$ cat src/common/lmb_consts.vh
// Constants shared by the local memory bus master and its helpers
`ifndef LMB_CONSTS_VH
`define LMB_CONSTS_VH

// Transfer size codes on the core side
`define SZ_BYTE        2'h0
`define SZ_HALF        2'h1
`define SZ_WORD        2'h2

// Lane enable patterns, index 0 is the most significant byte lane
`define LANES_NONE     4'h0
`define LANES_B0       4'h8
`define LANES_B1       4'h4
`define LANES_B2       4'h2
`define LANES_B3       4'h1
`define LANES_HALF_HI  4'hc
`define LANES_HALF_LO  4'h3
`define LANES_WORD     4'hf

// Byte address bits inside the word (big-endian, 30 and 31)
`define ADDR_LO_MSB    30
`define ADDR_LO_LSB    31

// Reset values of bus-facing registers
`define ADDR_RST       32'h00000000
`define DATA_RST       32'h00000000
`define LANES_RST      4'h0

`endif

$ cat src/fetch_port.v
// Instruction side of the local memory bus: reads only
`timescale 1ns/1ps
`include "lmb_consts.vh"

module fetch_port (
   input  wire        clk,
   input  wire        rst,
   input  wire        i_go,
   input  wire [0:31] i_addr,
   output reg         i_slot_full_r,
   output reg         i_done_r,
   output reg  [0:31] i_instr_r,
   output reg  [0:31] instr_addr_r,
   output reg         instr_start_strobe_r,
   output reg         fetch_in_progress_r,
   input  wire [0:31] instr_data,
   input  wire        instr_port_ready
);

   reg  [0:31] pend_addr_r;
   wire        go_ok     = i_go & ~i_slot_full_r;
   wire        can_issue = ~fetch_in_progress_r | instr_port_ready;
   wire        issue     = can_issue & (i_slot_full_r | go_ok);
   wire [0:31] src_addr  = i_slot_full_r ? pend_addr_r : i_addr;

   // Fetch engine; a queued fetch leaves on the ready edge so the
   // fetch strobe stays high across back-to-back reads
   always @(posedge clk) begin
      if (rst) begin
         instr_addr_r         <= `ADDR_RST;
         instr_start_strobe_r <= 1'b0;
         fetch_in_progress_r  <= 1'b0;
         pend_addr_r          <= `ADDR_RST;
         i_slot_full_r        <= 1'b0;
         i_done_r             <= 1'b0;
         i_instr_r            <= `DATA_RST;
      end else begin
         i_done_r <= fetch_in_progress_r & instr_port_ready;
         if (fetch_in_progress_r & instr_port_ready) begin
            i_instr_r <= instr_data;
         end
         if (issue) begin
            instr_addr_r         <= src_addr;
            instr_start_strobe_r <= 1'b1;
            fetch_in_progress_r  <= 1'b1;
         end else begin
            instr_start_strobe_r <= 1'b0;
            if (instr_port_ready) begin
               fetch_in_progress_r <= 1'b0;
            end
         end
         if (issue) begin
            i_slot_full_r <= 1'b0;
         end else if (go_ok) begin
            i_slot_full_r <= 1'b1;
            pend_addr_r   <= i_addr;
         end
      end
   end

endmodule

$ cat src/lane_steer.v
// Lane enable decode, store data steering and load data steering
`timescale 1ns/1ps
`include "lmb_consts.vh"

module lane_steer (
   input  wire [1:0]  size,
   input  wire [0:1]  addr_lo,
   input  wire [0:31] reg_data,
   input  wire [0:3]  rd_lanes,
   input  wire [0:31] rd_bus,
   output reg  [0:3]  lanes,
   output reg  [0:31] wr_bus,
   output reg  [0:31] rd_data
);

   // Misaligned halfword or word addresses are aligned down, so only
   // the eight legal lane patterns can ever leave this block
   function [0:3] lane_decode;
      input [1:0] sz;
      input [0:1] lo;
      begin
         case (sz)
            `SZ_BYTE: begin
               case (lo)
                  2'h0:    lane_decode = `LANES_B0;
                  2'h1:    lane_decode = `LANES_B1;
                  2'h2:    lane_decode = `LANES_B2;
                  default: lane_decode = `LANES_B3;
               endcase
            end
            `SZ_HALF: lane_decode = lo[0] ? `LANES_HALF_LO : `LANES_HALF_HI;
            `SZ_WORD: lane_decode = `LANES_WORD;
            default:  lane_decode = `LANES_NONE;
         endcase
      end
   endfunction

   // Replicate the right-justified value into every lane it may use
   always @* begin
      lanes = lane_decode(size, addr_lo);
      case (size)
         `SZ_BYTE: wr_bus = {4{reg_data[24:31]}};
         `SZ_HALF: wr_bus = {2{reg_data[16:31]}};
         default:  wr_bus = reg_data;
      endcase
   end

   // Pick the enabled lanes of the load bus and right-justify them
   always @* begin
      case (rd_lanes)
         `LANES_B0:      rd_data = {24'h000000, rd_bus[0:7]};
         `LANES_B1:      rd_data = {24'h000000, rd_bus[8:15]};
         `LANES_B2:      rd_data = {24'h000000, rd_bus[16:23]};
         `LANES_B3:      rd_data = {24'h000000, rd_bus[24:31]};
         `LANES_HALF_HI: rd_data = {16'h0000, rd_bus[0:15]};
         `LANES_HALF_LO: rd_data = {16'h0000, rd_bus[16:31]};
         default:        rd_data = rd_bus;
      endcase
   end

endmodule

$ cat src/lmb_master.v
// Local memory bus master: data port and instruction port of the core
`timescale 1ns/1ps
`include "lmb_consts.vh"

// How it works
// - Every bus signal is active high; no low-true signal anywhere.
// - All transfers run on the core clock, sampled on rising edges.
// - Address is driven and valid with the start strobe, first cycle.
// - Four lane enables mark valid byte lanes, valid with the start strobe.
// - Only patterns 0000,0001,0010,0100,1000,0011,1100,1111 are produced.
// - Store data appears with the start strobe, held past sampled ready.
// - Only enabled lanes carry valid store data; slave writes nothing else.
// - Start strobe is high only in the first cycle of each transfer.
// - Load strobe rises in the first read cycle, falls after ready.
// - A read issued right after ready keeps the load strobe high.
// - Store strobe rises in the first write cycle, falls after ready.
// - A write issued right after ready keeps the store strobe high.
// - Ready ends a transfer; the next may start the following cycle.
// - The protocol lets block RAM finish an access in one cycle.
// - Instruction port only reads: address, start, fetch, data, ready.
// - Bits and bytes are big-endian; index 0 is the most significant.
module lmb_master (
   input  wire        clk,
   input  wire        rst,
   // Core data requests
   input  wire        d_go,
   input  wire        d_write,
   input  wire [1:0]  d_size,
   input  wire [0:31] d_addr,
   input  wire [0:31] d_wdata,
   output reg         d_slot_full_r,
   output reg         d_done_r,
   output reg  [0:31] d_rdata_r,
   output reg         d_misalign_r,
   // Core fetch requests
   input  wire        i_go,
   input  wire [0:31] i_addr,
   output wire        i_slot_full_r,
   output wire        i_done_r,
   output wire [0:31] i_instr_r,
   // Data port of the bus
   output reg  [0:31] data_addr_r,
   output reg  [0:3]  lane_en_r,
   output reg  [0:31] store_data_r,
   output reg         data_start_strobe_r,
   output reg         load_in_progress_r,
   output reg         store_in_progress_r,
   input  wire [0:31] load_data,
   input  wire        data_port_ready,
   // Instruction port of the bus
   output wire [0:31] instr_addr_r,
   output wire        instr_start_strobe_r,
   output wire        fetch_in_progress_r,
   input  wire [0:31] instr_data,
   input  wire        instr_port_ready
);

   // ************************************************************
   // Data port state
   // ************************************************************

   // One-hot states of the data port engine
   localparam [1:0] D_IDLE = 2'b01;
   localparam [1:0] D_BUSY = 2'b10;

   reg  [1:0]  d_state_r;
   reg  [1:0]  d_state_nxt;

   // Single holding slot: one request may wait while another is on
   // the bus, which is what makes back-to-back transfers possible
   reg         pend_write_r;
   reg  [1:0]  pend_size_r;
   reg  [0:31] pend_addr_r;
   reg  [0:31] pend_wdata_r;

   // Flags an address that the size cannot reach without alignment
   function misaligned;
      input [1:0] sz;
      input [0:1] lo;
      begin
         case (sz)
            `SZ_HALF: misaligned = lo[1];
            `SZ_WORD: misaligned = |lo;
            default:  misaligned = 1'b0;
         endcase
      end
   endfunction

   // ************************************************************
   // Request selection
   // ************************************************************

   // A request from the core is ignored while the slot is occupied
   wire        go_ok   = d_go & ~d_slot_full_r;
   wire        src_vld = d_slot_full_r | go_ok;

   // The held request is older, so it always leaves first
   wire        src_write = d_slot_full_r ? pend_write_r : d_write;
   wire [1:0]  src_size  = d_slot_full_r ? pend_size_r  : d_size;
   wire [0:31] src_addr  = d_slot_full_r ? pend_addr_r  : d_addr;
   wire [0:31] src_wdata = d_slot_full_r ? pend_wdata_r : d_wdata;

   // Ready is sampled on the rising edge and frees the bus at once
   wire        d_busy    = d_state_r[1];
   wire        d_finish  = d_busy & data_port_ready;
   wire        can_issue = d_state_r[0] | data_port_ready;
   wire        issue     = can_issue & src_vld;

   wire [0:3]  src_lanes;
   wire [0:31] src_wbus;
   wire [0:31] steered_rd;

   // ************************************************************
   // Lane steering
   // ************************************************************

   // Read steering uses the lanes still held from the transfer's start
   lane_steer u_steer (
      .size     (src_size),
      .addr_lo  (src_addr[`ADDR_LO_MSB:`ADDR_LO_LSB]),
      .reg_data (src_wdata),
      .rd_lanes (lane_en_r),
      .rd_bus   (load_data),
      .lanes    (src_lanes),
      .wr_bus   (src_wbus),
      .rd_data  (steered_rd)
   );

   // ************************************************************
   // Data port sequencing
   // ************************************************************

   // Next state: issue wins over going idle, so the bus never shows
   // an empty cycle between two transfers that are ready to go
   always @* begin
      d_state_nxt = d_state_r;
      case (d_state_r)
         D_IDLE: begin
            if (issue) begin
               d_state_nxt = D_BUSY;
            end
         end
         D_BUSY: begin
            if (data_port_ready & ~issue) begin
               d_state_nxt = D_IDLE;
            end
         end
         default: begin
            d_state_nxt = D_IDLE;
         end
      endcase
   end

   // Bus-facing registers of the data port
   always @(posedge clk) begin
      if (rst) begin
         d_state_r           <= D_IDLE;
         data_addr_r         <= `ADDR_RST;
         lane_en_r           <= `LANES_RST;
         store_data_r        <= `DATA_RST;
         data_start_strobe_r <= 1'b0;
         load_in_progress_r  <= 1'b0;
         store_in_progress_r <= 1'b0;
      end else begin
         d_state_r <= d_state_nxt;
         if (issue) begin
            data_addr_r         <= src_addr;
            lane_en_r           <= src_lanes;
            store_data_r        <= src_write ? src_wbus : `DATA_RST;
            data_start_strobe_r <= 1'b1;
            load_in_progress_r  <= ~src_write;
            store_in_progress_r <= src_write;
         end else if (d_finish) begin
            // Nothing queued: both strobes drop after ready
            lane_en_r           <= `LANES_NONE;
            data_start_strobe_r <= 1'b0;
            load_in_progress_r  <= 1'b0;
            store_in_progress_r <= 1'b0;
         end else begin
            // Multicycle access: address, lanes and data simply hold
            data_start_strobe_r <= 1'b0;
         end
      end
   end

   // ************************************************************
   // Holding slot
   // ************************************************************

   // The slot fills only when the bus cannot take the request now
   always @(posedge clk) begin
      if (rst) begin
         d_slot_full_r <= 1'b0;
         pend_write_r  <= 1'b0;
         pend_size_r   <= `SZ_BYTE;
         pend_addr_r   <= `ADDR_RST;
         pend_wdata_r  <= `DATA_RST;
      end else if (issue) begin
         d_slot_full_r <= 1'b0;
      end else if (go_ok) begin
         d_slot_full_r <= 1'b1;
         pend_write_r  <= d_write;
         pend_size_r   <= d_size;
         pend_addr_r   <= d_addr;
         pend_wdata_r  <= d_wdata;
      end
   end

   // ************************************************************
   // Completion toward the core
   // ************************************************************

   // Load data is only trusted on the edge where ready is high; it is
   // captured then because the slave may change it a cycle later
   always @(posedge clk) begin
      if (rst) begin
         d_done_r     <= 1'b0;
         d_rdata_r    <= `DATA_RST;
         d_misalign_r <= 1'b0;
      end else begin
         d_done_r     <= d_finish;
         d_misalign_r <= issue & misaligned(src_size, src_addr[`ADDR_LO_MSB:`ADDR_LO_LSB]);
         if (d_finish & load_in_progress_r) begin
            d_rdata_r <= steered_rd;
         end
      end
   end

   // ************************************************************
   // Instruction port
   // ************************************************************

   // Independent engine; fetches never wait on the data port
   fetch_port u_fetch (
      .clk                  (clk),
      .rst                  (rst),
      .i_go                 (i_go),
      .i_addr               (i_addr),
      .i_slot_full_r        (i_slot_full_r),
      .i_done_r             (i_done_r),
      .i_instr_r            (i_instr_r),
      .instr_addr_r         (instr_addr_r),
      .instr_start_strobe_r (instr_start_strobe_r),
      .fetch_in_progress_r  (fetch_in_progress_r),
      .instr_data           (instr_data),
      .instr_port_ready     (instr_port_ready)
   );

endmodule

$ cat config.mk
export PLATFORM = sky130hd
export DESIGN_NAME = lmb_master
export DESIGN_NICKNAME = d
export VERILOG_FILES = /design/src/fetch_port.v /design/src/lane_steer.v /design/src/lmb_master.v
export VERILOG_INCLUDE_DIRS = /design/src /design/src/common
export SDC_FILE = /design/constraint.sdc
export NUM_CORES = 1
export LEC_CHECK = 0
export ABC_AREA = 1
export BUFFER_PORTS_ARGS = -buffer_cell sky130_fd_sc_hd__buf_2
export CAP_MARGIN = 0
export CORE_ASPECT_RATIO = 0.9
export CORE_MARGIN = 4
export CORE_UTILIZATION = 47
export DETAILED_ROUTE_END_ITERATION = 8
export GPL_TIMING_DRIVEN = 0
export PLACE_DENSITY = 0.86
export SLEW_MARGIN = 25
export SYNTH_ARGS = -nofsm -noshare
export SYNTH_HDL_FRONTEND = slang
export SYNTH_SLANG_ARGS = --single-unit
$ cat constraint.sdc
create_clock -name clk -period 2.8 [get_ports clk]
set_input_delay 0 -clock clk [delete_from_list [all_inputs] [get_ports clk]]
set_output_delay 0 -clock clk [all_outputs]
set_load 0.01 [all_outputs]
; ---- Word level (Yosys, flattened, before mapping)
; Cells that the tools add are included.
[classes]
n_eq_ne = 14
n_lt_le_gt_ge = 0
shifts = 0
n_addsub = 0
muxes = 25
n_div = 0
reduce_logical = 10
mul = 0
n_bitwise = 19
[ops]
columns = cell, n
row1 = $pmux W32 S6, 1
row2 = $mux W32, 4
row3 = $pmux W32 S2, 1
row4 = $pmux W4 S3, 2
row5 = $mux W4, 3
row6 = $and A1 B1 Y1, 9
row7 = $mux W1, 9
row8 = $eq A4 B2 Y1 const B, 2
row9 = $eq A4 B4 Y1 const B, 2
row10 = $eq A2 B1 Y1 const B, 3
row11 = $eq A2 B2 Y1 const B, 3
row12 = $mux W2, 3
row13 = $not A1 Y1, 6
row14 = $reduce_and A2 Y1, 3
row15 = $reduce_or A2 Y1, 3
row16 = $eq A4 B1 Y1 const B, 1
row17 = $eq A4 B3 Y1 const B, 1
row18 = $logic_not A2 Y1, 2
row19 = $ne A2 B2 Y1 const B, 2
row20 = $or A1 B1 Y1, 4
row21 = $pmux W2 S2, 1
row22 = $reduce_bool A2 Y1, 2
row23 = $pmux W1 S2, 1
[totals]
mem_bits_rw = 0
n_memories = 0
mem_bits_ro = 0
register_bits = 275
latchBits = 0
input_bits = 169

; ---- Depth between registers and ports, before layout
; Gate-level depths: netlist of the first run.
[logic_depth]
word_depth = 8
mapped_depth = 13
depth_no_buf = 11

; ---- By module
; A second synthesis of the first run with hierarchy kept.
[unflattened]
cells_unflattened = 1807
hier_area_um2 = 12200.5
[by_module_without_submodules]
columns = module, instances, area_per_inst_um2, cells_each, seq_area_each_um2
row1 = lmb_master, 1, 7091.8, 1000, 3503.4
row2 = fetch_port, 1, 4021.4, 573, 2001.9
row3 = lane_steer, 1, 1087.3, 234, 0.0

; ---- Worst setup path before layout of the first run
; OpenSTA, ideal clock, no wires.
[synth_timing]
path_kind = register to register
from = register d_slot_full_r
to = register store_data_r[10] in the netlist's numbering
setup_time_ps = 128
stages_incl_launch_ff = 13
required_ps = 2672
slack_ps = 263
t_arrival_ps = 2409
path_cell_list = dfxtp_1 > buf_6 > buf_6 > buf_4 > o21ai_0 > inv_1 > ha_1 > nor2_2 > clkinv_1 > o21ai_1 > nor2_1 > nor2_1 > nor2_1
[synth_between]
elab_chain_len = 4
[synth_lines]
columns = item, line
row1 = start: declaration, lmb_master.v:31  ; output reg d_slot_full_r,
row2 = start signal: assignment, lmb_master.v:193  ; d_slot_full_r <= 1'b0;
row3 = start signal: assignment, lmb_master.v:199  ; d_slot_full_r <= 1'b0;
row4 = start signal: assignment, lmb_master.v:201  ; d_slot_full_r <= 1'b1;
row5 = $mux W2 / $not A1 Y1 (equally long branches), "lmb_master.v:99, lmb_master.v:94"
row6 = "$eq A2 B1 Y1, or another cell as far along", lane_steer.v:41  ; case (size)
row7 = $pmux W32 S2 / $or A1 B1 Y1 (equally long branches), "lane_steer.v:41, lmb_master.v:95"
row8 = $mux W32 (no source line) / $and A1 B1 Y1 (equally long branches), n/a
row9 = end signal: assignment, lmb_master.v:160  ; store_data_r <= `DATA_RST;
row10 = end signal: assignment, lmb_master.v:169  ; store_data_r <= src_write ? src_wbus : `DATA_RST;
row11 = end: declaration, lmb_master.v:44  ; output reg [0:31] store_data_r,
; Parallel ways exist; a longest one is shown, timed or not.
; A chain may end at the register's enable or synchronous reset.

; ---- Worst setup path after layout of the first run
[layout_timing]
from = register d_slot_full_r
to = register store_data_r[14] in the netlist's numbering
; Same word-level chain as after synthesis.

==> results of run 1 <==
final timing paths:
kind                            slack [ns]                          start                                to
worst max-delay path                  0.08     d_slot_full_r$_SDFFE_PP0P_     store_data_r[14]$_SDFFE_PP0P_
worst min-delay path                  0.03                            rst  store_in_progress_r$_SDFFE_PP0P_
worst max register to register        0.08     d_slot_full_r$_SDFFE_PP0P_     store_data_r[14]$_SDFFE_PP0P_
worst min register to register        0.45  store_data_r[18]$_SDFFE_PP0P_     store_data_r[18]$_SDFFE_PP0P_
metrics by stage:
stage	setup TNS (ns)	total power, W
2_1_floorplan	0	0.00528
3_3_place_gp	-6.78	0.00586
3_5_place_dp	-7.48	0.00590
4_1_cts	0	0.00981
5_1_grt	-0.000824	0.0103
6_report	0	0.00990
what timing repair did:
item / in CTS / in global routing
setup buffers: 2 / 0
setup endpoints to repair: 24 / 20
endpoints found under the hold margin: 263 / 0
resized for setup: 7 / 6
pin swaps: 1 / 0
gates cloned: 0 / 0
hold buffers: 181 / 0
registers in the layout (all words and copies together) (netlist names), 4 cells and up:
signal                count
d_rdata_r                32
data_addr_r              32
lane_en_r                 4
pend_addr_r              32
pend_wdata_r             32
store_data_r             32
u_fetch.i_instr_r        32
u_fetch.instr_addr_r     32
u_fetch.pend_addr_r      32
logic make-up (layout without fill, tap and decap cells):
kind of cell / Yosys count / after routing / synth area share (%)
multiplexers: 30 / 30 / 2.68
AO/OA/AOI/OAI: 385 / 385 / 18.2
flip-flops: 275 / 275 / 49.1
adder cells (fa/ha/maj): 6 / 6 / 0.669
other: 0 / 3 / 0
buffers and inverters: 188 / 764 / 7.37
AND/OR/NAND/NOR: 606 / 606 / 22.0
worst register-to-register path, stage by stage, from the launching register on:
cell and delay (ns):
dfxtp_2 0.42, buf_6 0.20, buf_6 0.18, buf_4 0.22, nand2_1 0.07, o21ai_1 0.16, inv_1 0.13, ha_1 0.23
clkbuf_1 0.24, o21ai_2 0.43, o21ai_0 0.17, nand2_1 0.10, nand2_1 0.05
layout by cell type, fill, tap and decap left out, drive strengths merged:
cell / n
o211ai: 10
dlygate4sd3: 181
a211oi: 18
mux2i: 30
buf: 381
nor3: 1
a21oi: 78
clkinv: 7
nand2: 307
diode: 3
bufinv: 1
dfxtp: 275
nor2: 231
a21boi: 8
clkbuf: 99
ha: 6
clkinvlp: 2
o211a: 1
nand3: 42
or2: 5
and3: 4
nand4: 16
inv: 93
o21ai: 270
layer usage:
| layer | up-vias | routed length (um) |
|---|---|---|
| met1 | 6030 | 16000 |
| met3 | 206 | 4260 |
| met4 | 0 | 2520 |
| li1 | 5991 | - |
| met2 | 853 | 20500 |
| met5 | - | 0 |
where the power goes:
part           internal [W]  leakage [nW]  switching, W
clock               0.00220         0.454       0.00156
sequential          0.00419          2.25      0.000150
combinational      0.000708          4.70       0.00109
layout make-up:
type                    instances  share of cell area, %
flip-flops and latches        275                   34.2
multi-input cells            1027                   30.4
repair buffers                525                   22.0
clock buffers                  45                   5.38
plain buffers                  91                   2.91
well taps                     302                   2.35
inverters                      96                   2.25
clock inverters                 7                  0.405
diodes                          3                 0.0467
==> flow_summary.yaml, run 1 <==
timing:
  max_slew_margin_pct: 41.8
  whs_ns: 0.0287
  hold_viol_final: 0
  worst_slack_ns: 0.0798
  fin_crit_ns: 2.72
  fin_worst_skew_ns: 0.0153
  fmax_ghz: 0.368
  final-setup-viol-count: 0
  tightestPinTransition_ns: 0.874
  finalCritPeriodShare_pct: 97.1
  slew_viol_final: 0
yosys:
  synth_top_area_cell: "dfxtp_1"
  synth_cells: 1490
  syn_nets: 1665
  ys_ff_latch: 275
  synthTopCellsByCount: "nand2_1 (302), dfxtp_1 (275), o21ai_0 (244)"
  synthesis.area_mm2: 0.0112
  async_flop_share_pct: 0
  synth_cell_types: 32
  synth_seq_area_share_pct: 49.1
  synth_top_cell_area_share_pct: 49.1
  synthFlopType: "dfxtp_1"
  avgSynthCellArea_um2: 7.53
  yosys_warnings: 0
  yosysMostFrequentCell: "nand2_1"
  synth_edf_count: 0
  synth_area_leaders: "dfxtp_1 (49%), o21ai_0 (11%), nand2_1 (10%)"
final_layout:
  final_core_util_pct: 68.7
  multi_input_area_mm2: 0.00489
  fin_area_mm2: 0.0161
  final_cells: 2371
  drive_above_1_share_pct: 21.9
  syn_to_final_growth_pct: 43.4
  final_nets: 2219
  seqCellArea_mm2: 0.00551
  nFillCells: 1719
setup_path:
  worstRegToRegCells: 12
  critPathTopFamily: "buffers and inverters"
  worst-path-buf-inv: 5
  crit_cells: 12
  start_kind: "flip-flop"
  timing.critical_path.cells: "buf_6 -> buf_6 -> buf_4 -> nand2_1 -> o21ai_1 -> inv_1 -> ha_1 -> clkbuf_1 -> o21ai_2 -> o21ai_0 -> nand2_1 -> nand2_1"
  worstPathArrival_ns: 3.15
  critical_path.max_fanout: 10
  cpPeakStageDelay_ns: 0.43
  end_kind: "flip-flop"
  cpMaxStageDelayCell: "o21ai_2"
  crit_type: "reg2reg"
  cp.required_ns: 3.23
  path_common_cell: "nand2_1"
die:
  core_mm2: 0.0234
  die_w_um: 171
  num_io_pins: 343
  start_util_pct: 47.9
  design.die.area_mm2: 0.0264
  rows: 53
  dieHeight_um: 155
clock_network:
  cts.clk_slew.worst_paths_ns: 0.06
  cts_max_path_buffers: 3
  clockRootBuffer: "clkbuf_16"
  clock_latency_ns: 0.55
  cts_buffers: 28
  cts_tree: "built"
  cts_max_level: 1
  cts.sinks: 275
grt:
  grtUsageTotal_pct: 30.9
  antenna_found_initial: 2
  use_met1_pct: 36.2
  gr-usage-met3_pct: 7.00
  grt_overflow_total: 0
  use_met2_pct: 52.8
  top_usage_layer: "met2"
  grt_pass1_wl_um: 66800
  grt_pass1_vias: 13000
  grt_max_degree: 14
power:
  peakVddDrop_uv: 510
  powerDensity_mw_per_mm2: 615
  p_leak_nw: 7.40
routing:
  firstDrtPassIters: 7
  dr_total_vias: 13100
  ant_nets: 0
  via_per_inst: 5.52
  avgRoutedWirePerCell_um: 18.3
  drt_wl_total_um: 43300
  first_iter_violations: 1240
  drc: 0
placed_design:
  dp_worst_setup_slack_ns: -0.476
  post-dp-hpwl_um: 27400
  port_buffers: 342
  place_area_mm2: 0.0133
  gp_congestion: 0.919
  place_inst: 2134
job:
  timing.max_cap.violations: 0
status:
  status: "finished, final reports clean"
min_path:
  whs_path_depth: 4
  worstHoldPathType: "in2reg"
Power figures use the tool's default switching activity.
==> run 2, diff against run 1 <==
--- a/config.mk
+++ b/config.mk
@@ -11,10 +11,10 @@
 export CAP_MARGIN = 0
 export CORE_ASPECT_RATIO = 0.9
 export CORE_MARGIN = 4
-export CORE_UTILIZATION = 47
+export CORE_UTILIZATION = 46
 export DETAILED_ROUTE_END_ITERATION = 8
 export GPL_TIMING_DRIVEN = 0
-export PLACE_DENSITY = 0.86
+export PLACE_DENSITY = 0.88
 export SLEW_MARGIN = 25
 export SYNTH_ARGS = -nofsm -noshare
 export SYNTH_HDL_FRONTEND = slang
==> constraint.sdc (replaced) <==
create_clock -name clk -period 2.49 [get_ports clk]
set_input_delay 0 -clock clk [delete_from_list [all_inputs] [get_ports clk]]
set_output_delay 0 -clock clk [all_outputs]
set_load 0.01 [all_outputs]
==> run 2 against run 1 <==
Register-to-register slack gained 0.04 ns. Setup slack gained 0.038 ns. Wire length grew 5.0%. Combinational power grew 15%. First-iteration DRC count grew 39%. Power grew 14%. Final cell count is essentially flat. Critical endpoint is now store_data_r[6]$_SDFFE_PP0P_. Fmax grew 15%. Non-clock buffer count is the same. Die area grew 2.1%.
==> flow_summary.yaml, run 2 (same netlist as run 1, synthesis figures left out) <==
status:
  status: "finished, final reports clean"
clock_network:
  clockRootBuffer: "clkbuf_16"
  cts_tree: "built"
  cts_buffers: 28
  cts_max_path_buffers: 3
  clock_latency_ns: 0.54
  cts_max_level: 1
  cts.clk_slew.worst_paths_ns: 0.07
  cts.sinks: 275
die:
  core_mm2: 0.0237
  start_util_pct: 47.4
  rows: 53
  dieHeight_um: 156
  num_io_pins: 343
  die_w_um: 173
  design.die.area_mm2: 0.0269
timing:
  slew_viol_final: 0
  tightestPinTransition_ns: 0.833
  rsz0062_at_grt: "no"
  fin_crit_ns: 2.37
  hold_viol_final: 0
  worst_slack_ns: 0.118
  fmax_ghz: 0.422
  final-setup-viol-count: 0
  fin_worst_skew_ns: 0.0115
  finalCritPeriodShare_pct: 95.3
  max_slew_margin_pct: 44.5
placed_design:
  port_buffers: 342
  gp_congestion: 0.967
  dp_worst_setup_slack_ns: -0.768
  place_inst: 2134
  post-dp-hpwl_um: 27800
setup_path:
  crit_type: "reg2reg"
  critical_path.max_fanout: 14
  end_kind: "flip-flop"
  worstRegToRegCells: 11
  cp.required_ns: 2.97
  worstPathArrival_ns: 2.85
  start_kind: "flip-flop"
grt:
  grt_pass1_wl_um: 70400
  grt_overflow_total: 0
  antenna_found_initial: 4
  grt_max_degree: 20
  grt_pass1_vias: 13300
  grtUsageTotal_pct: 31.6
final_layout:
  final_nets: 2219
  final_common_cell: "buf_2"
  final_core_util_pct: 68.3
  drive_above_1_share_pct: 22.1
  syn_to_final_growth_pct: 44.1
  final_cell_mix: "buf_2 (358), nand2_1 (302), dfxtp_1 (274)"
  final_cells: 2373
routing:
  first_iter_violations: 1718
  drt_wl_total_um: 45500
  firstDrtPassIters: 7
  dr_total_vias: 13500
  via_per_inst: 5.69
  drc: 0
  avgRoutedWirePerCell_um: 19.2
  wl_met3_um: 5260
  wl_met1_um: 16300
  ant_nets: 0
  highest-signal-layer: "met4"
  dr_wl_met2_um: 21100
min_path:
  whs_path_depth: 4
  worstHoldPathType: "in2reg"
power:
  p_leak_nw: 7.41
  peakVddDrop_uv: 576
  power_w: 0.0113
  powerDensity_mw_per_mm2: 698
job:
  timing.max_cap.violations: 0
-- run 2: cell types whose count changed in the layout (fill, tap and decap cells not counted), sizes merged --
cell	delta
clkinvlp	+4
clkbuf	-3
clkinv	-3
diode	+3
buf	-2
dlygate4sd3	+2
bufinv	+1
-- run 2: repair_timing --
action,4_1_cts,5_1_grt
gates resized for setup,12,7
gates cloned,0,1
setup buffers,1,1
pin swaps,1,1
setup endpoints to repair,26,29
endpoints found under the hold margin,262,0
hold buffers,183,0
-- run 2: worst max-delay path, stage by stage (launching register included) --
cell	delay [ns]
dfxtp_2	0.48
buf_12	0.19
nand2_1	0.06
o21ai_1	0.17
inv_1	0.15
ha_2	0.26
nor2_4	0.20
clkinv_2	0.17
clkbuf_4	0.23
nand3_1	0.18
nand3_1	0.11
nand2_1	0.09
-- run 2: path summary, 6_finish.rpt --
| path | start | to | slack (ns) |
|---|---|---|---|
| max | d_slot_full_r$_SDFFE_PP0P_ | store_data_r[6]$_SDFFE_PP0P_ | 0.12 |
| min | rst | store_in_progress_r$_SDFFE_PP0P_ | 0.07 |
| max reg2reg | d_slot_full_r$_SDFFE_PP0P_ | store_data_r[6]$_SDFFE_PP0P_ | 0.12 |
| min reg2reg | store_data_r[2]$_SDFFE_PP0P_ | store_data_r[2]$_SDFFE_PP0P_ | 0.45 |
-- run 2: through the flow --
| step | setup TNS, ns | area, um^2 | hold WS (ns) |
|---|---|---|---|
| 2_1_floorplan | 0 | 11200 | 0.119 |
| 3_3_place_gp | -14.15 | 13300 | 0.240 |
| 3_5_place_dp | -15.10 | 13300 | 0.249 |
| 4_1_cts | 0 | 16100 | 0.0265 |
| 5_1_grt | 0 | 16200 | 0.0990 |
| 6_report | 0 | 16200 | 0.0741 |
-- run 2: layout make-up --
type,instances,area [um^2]
well taps,302,378
diodes,6,15.0
plain buffers,88,457
inverters,96,369
flip-flops and latches,275,5510
clock inverters,9,113
fillers,1709,7510
multi-input cells,1027,4910
clock buffers,42,835
repair buffers,528,3580
-- run 2: metal layers --
metal | vias up | GRT usage, %
li1 | 5998 | -
met1 | 6160 | 37.6
met2 | 1086 | 54.0
met3 | 269 | 7.44
met4 | 0 | 16.1
met5 | - | 0
-- run 2: where the power goes --
group | leakage, nW | internal (W) | switching [W]
registers | 2.25 | 0.00471 | 0.000177
logic | 4.72 | 0.000803 | 0.00126
clock network | 0.450 | 0.00252 | 0.00180
total | 7.41 | 0.00804 | 0.00324
==> run 3, diff against run 2 <==
--- a/config.mk
+++ b/config.mk
@@ -6,7 +6,6 @@
 export SDC_FILE = /design/constraint.sdc
 export NUM_CORES = 1
 export LEC_CHECK = 0
-export ABC_AREA = 1
 export BUFFER_PORTS_ARGS = -buffer_cell sky130_fd_sc_hd__buf_2
 export CAP_MARGIN = 0
 export CORE_ASPECT_RATIO = 0.9
==> run 3 against run 2 <==
Synthesized cell count is 15% lower. Critical endpoint is now store_data_r[2]$_SDFFE_PP0P_. Critical path depth shrank 1. First-iteration DRC count is 32% lower. Largest cell class unchanged. Fmax decreased by 1.7%. Clock-buffer cell count is 4 lower. Non-clock buffer count grew 9. Power down 4.4%. Wire length fell by 4.2%. Combinational power fell by 14%. Sequential share of layout area about the same. Setup slack lost 0.042 ns.
==> flow_summary.yaml, run 3 <==
status:
  status: "finished, final reports clean"
clock_network:
  cts_max_level: 1
  cts_tree: "built"
  cts_max_path_buffers: 3
  cts_buffers: 29
  clock_latency_ns: 0.54
  cts.clk_slew.worst_paths_ns: 0.06
  clockRootBuffer: "clkbuf_16"
  cts.sinks: 275
final_layout:
  fin_area_mm2: 0.0162
  nFillCells: 1638
  final_cell_mix: "buf_2 (363), nand2_1 (305), dfxtp_1 (274)"
  drive_above_1_share_pct: 27.1
  syn_to_final_growth_pct: 44.5
  final_nets: 1996
  final_core_util_pct: 68.4
  final_common_cell: "buf_2"
timing:
  fin_crit_ns: 2.41
  final-setup-viol-count: 0
  hold_viol_final: 0
  finalCritPeriodShare_pct: 97.0
  slew_viol_final: 0
  fin_worst_skew_ns: 0.00895
  tightestPinTransition_ns: 0.925
  fmax_ghz: 0.414
  max_slew_margin_pct: 37.9
  whs_ns: 0.259
  rsz0062_at_grt: "no"
placed_design:
  place_area_mm2: 0.0133
  port_buffers: 341
  gp_congestion: 0.941
  post-dp-hpwl_um: 27900
setup_path:
  cpMaxStageDelayCell: "dfxtp_4"
  end_kind: "flip-flop"
  timing.critical_path.cells: "buf_8 -> buf_12 -> buf_12 -> mux2i_4 -> ha_4 -> nor2_2 -> clkbuf_4 -> a221oi_2 -> nor2_1 -> a22o_1"
  cpPeakStageDelay_ns: 0.37
  start_kind: "flip-flop"
  path_common_cell: "buf_12"
  worst-path-buf-inv: 4
  critPathTopFamily: "buffers and inverters"
  crit_type: "reg2reg"
  worstPathArrival_ns: 2.84
  cp.required_ns: 2.92
  critical_path.max_fanout: 10
routing:
  via_per_inst: 5.73
  firstDrtPassIters: 6
  dr_total_vias: 12300
  ant_nets: 0
  avgRoutedWirePerCell_um: 20.3
  drc: 0
  first_iter_violations: 1161
  drt_wl_total_um: 43600
yosys:
  synthFlopType: "dfxtp_1"
  yosys_warnings: 0
  synth_seq_area_share_pct: 49.2
  synth_edf_count: 0
  avgSynthCellArea_um2: 8.84
  async_flop_share_pct: 0
  syn_nets: 1442
  synth_cell_types: 45
  synthesis.area_mm2: 0.0112
  synth_area_leaders: "dfxtp_1 (49%), nand2_1 (10%), mux2i_1 (7.1%)"
  ys_ff_latch: 275
  synth_top_area_cell: "dfxtp_1"
  yosysMostFrequentCell: "nand2_1"
  synthTopCellsByCount: "nand2_1 (305), dfxtp_1 (275), a21oi_1 (141)"
  synth_top_cell_area_share_pct: 49.2
  synth_cells: 1267
power:
  powerDensity_mw_per_mm2: 666
  p_leak_nw: 6.73
  peakVddDrop_uv: 460
die:
  dieHeight_um: 156
  design.die.area_mm2: 0.0269
  die_w_um: 172
  num_io_pins: 343
  start_util_pct: 47.3
  core_mm2: 0.0237
  rows: 53
job:
  timing.max_cap.violations: 0
grt:
  antenna_found_initial: 3
  grt_pass1_vias: 12500
  grt_max_degree: 19
  grt_overflow_total: 0
  grtUsageTotal_pct: 30.8
  grt_pass1_wl_um: 66800
min_path:
  worstHoldPathType: "in2reg"
==> run 3: timing repair <==
item,in CTS,in global routing
pin swaps,1,0
resized for setup,12,11
hold endpoints to repair,265,0
hold buffers,180,0
endpoints found under the setup margin,27,21
gates cloned,0,0
buffers inserted,4,1
==> run 3: routing by layer <==
metal,up-vias,GRT usage (%),wire length (um)
met3,206,8.11,4440
met1,5755,35.5,15800
met4,0,15.4,2460
li1,5516,-,-
met2,828,52.8,20800
met5,-,0,0
==> run 3: worst paths after layout <==
check | cells after the start | end | slack (ns) | from
worst max-delay path | 10 | store_data_r[2]$_SDFFE_PP0P_ | 0.08 | d_slot_full_r$_SDFFE_PP0P_
worst min-delay path | 4 | pend_wdata_r[28]$_SDFFE_PP0P_ | 0.26 | d_wdata[28]
worst max register to register | 10 | store_data_r[2]$_SDFFE_PP0P_ | 0.08 | d_slot_full_r$_SDFFE_PP0P_
worst min register to register | 2 | store_data_r[30]$_SDFFE_PP0P_ | 0.46 | store_data_r[30]$_SDFFE_PP0P_
==> run 3: where the power goes <==
part	total [W]	internal, W	switching [W]
Clock	0.00426	0.00246	0.00180
Combinational	0.00177	0.000770	0.000996
Sequential	0.00476	0.00461	0.000141
Total	0.0108	0.00785	0.00294
==> run 3: cells by family (layout without fill, tap and decap cells) <==
kind of cell / Yosys count / in the layout / synth area share, %
AO/OA/AOI/OAI: 317 / 317 / 19.4
XOR/XNOR: 1 / 1 / 0.0782
adder cells (fa/ha/maj): 6 / 6 / 0.670
buffers and inverters: 105 / 680 / 4.45
AND/OR/NAND/NOR: 462 / 462 / 16.8
other: 0 / 5 / 0
multiplexers: 101 / 101 / 9.39
flip-flops: 275 / 275 / 49.2
==> run 3: cell type report <==
cell class | count | area (um^2) | share of cell area (%)
Antenna cell | 5 | 12.5 | 0.0773
Multi-Input combinational cell | 887 | 5290 | 32.7
Sequential cell | 275 | 5510 | 34.0
Buffer | 99 | 513 | 3.17
Clock inverter | 14 | 125 | 0.773
Inverter | 3 | 11.3 | 0.0696
Tap cell | 302 | 378 | 2.33
Timing Repair Buffer | 526 | 3550 | 21.9
Clock buffer | 38 | 800 | 4.94
==> run 3: per-stage QoR <==
step                instances  power [W]  TNS (ns)  setup WS, ns
finish                   2149     0.0108         0        0.0756
global route             2147     0.0112         0       0.00314
CTS                      2144     0.0107         0       0.00470
detailed placement       1910    0.00628     -9.77        -0.591
global placement         1910    0.00623     -8.51        -0.530
floorplan                1267    0.00566         0       0.00867
==> run 3: worst reg2reg max path: cells and delay by family, from the launching register on <==
kind                       cells  cell delay [ns]
AOI/OAI and AO/OA              2             0.44
adders and majority gates      1             0.26
buffers and inverters          4             0.67
DFF                            1             0.37
muxes                          1             0.36
and+or+nand+nor                2             0.21
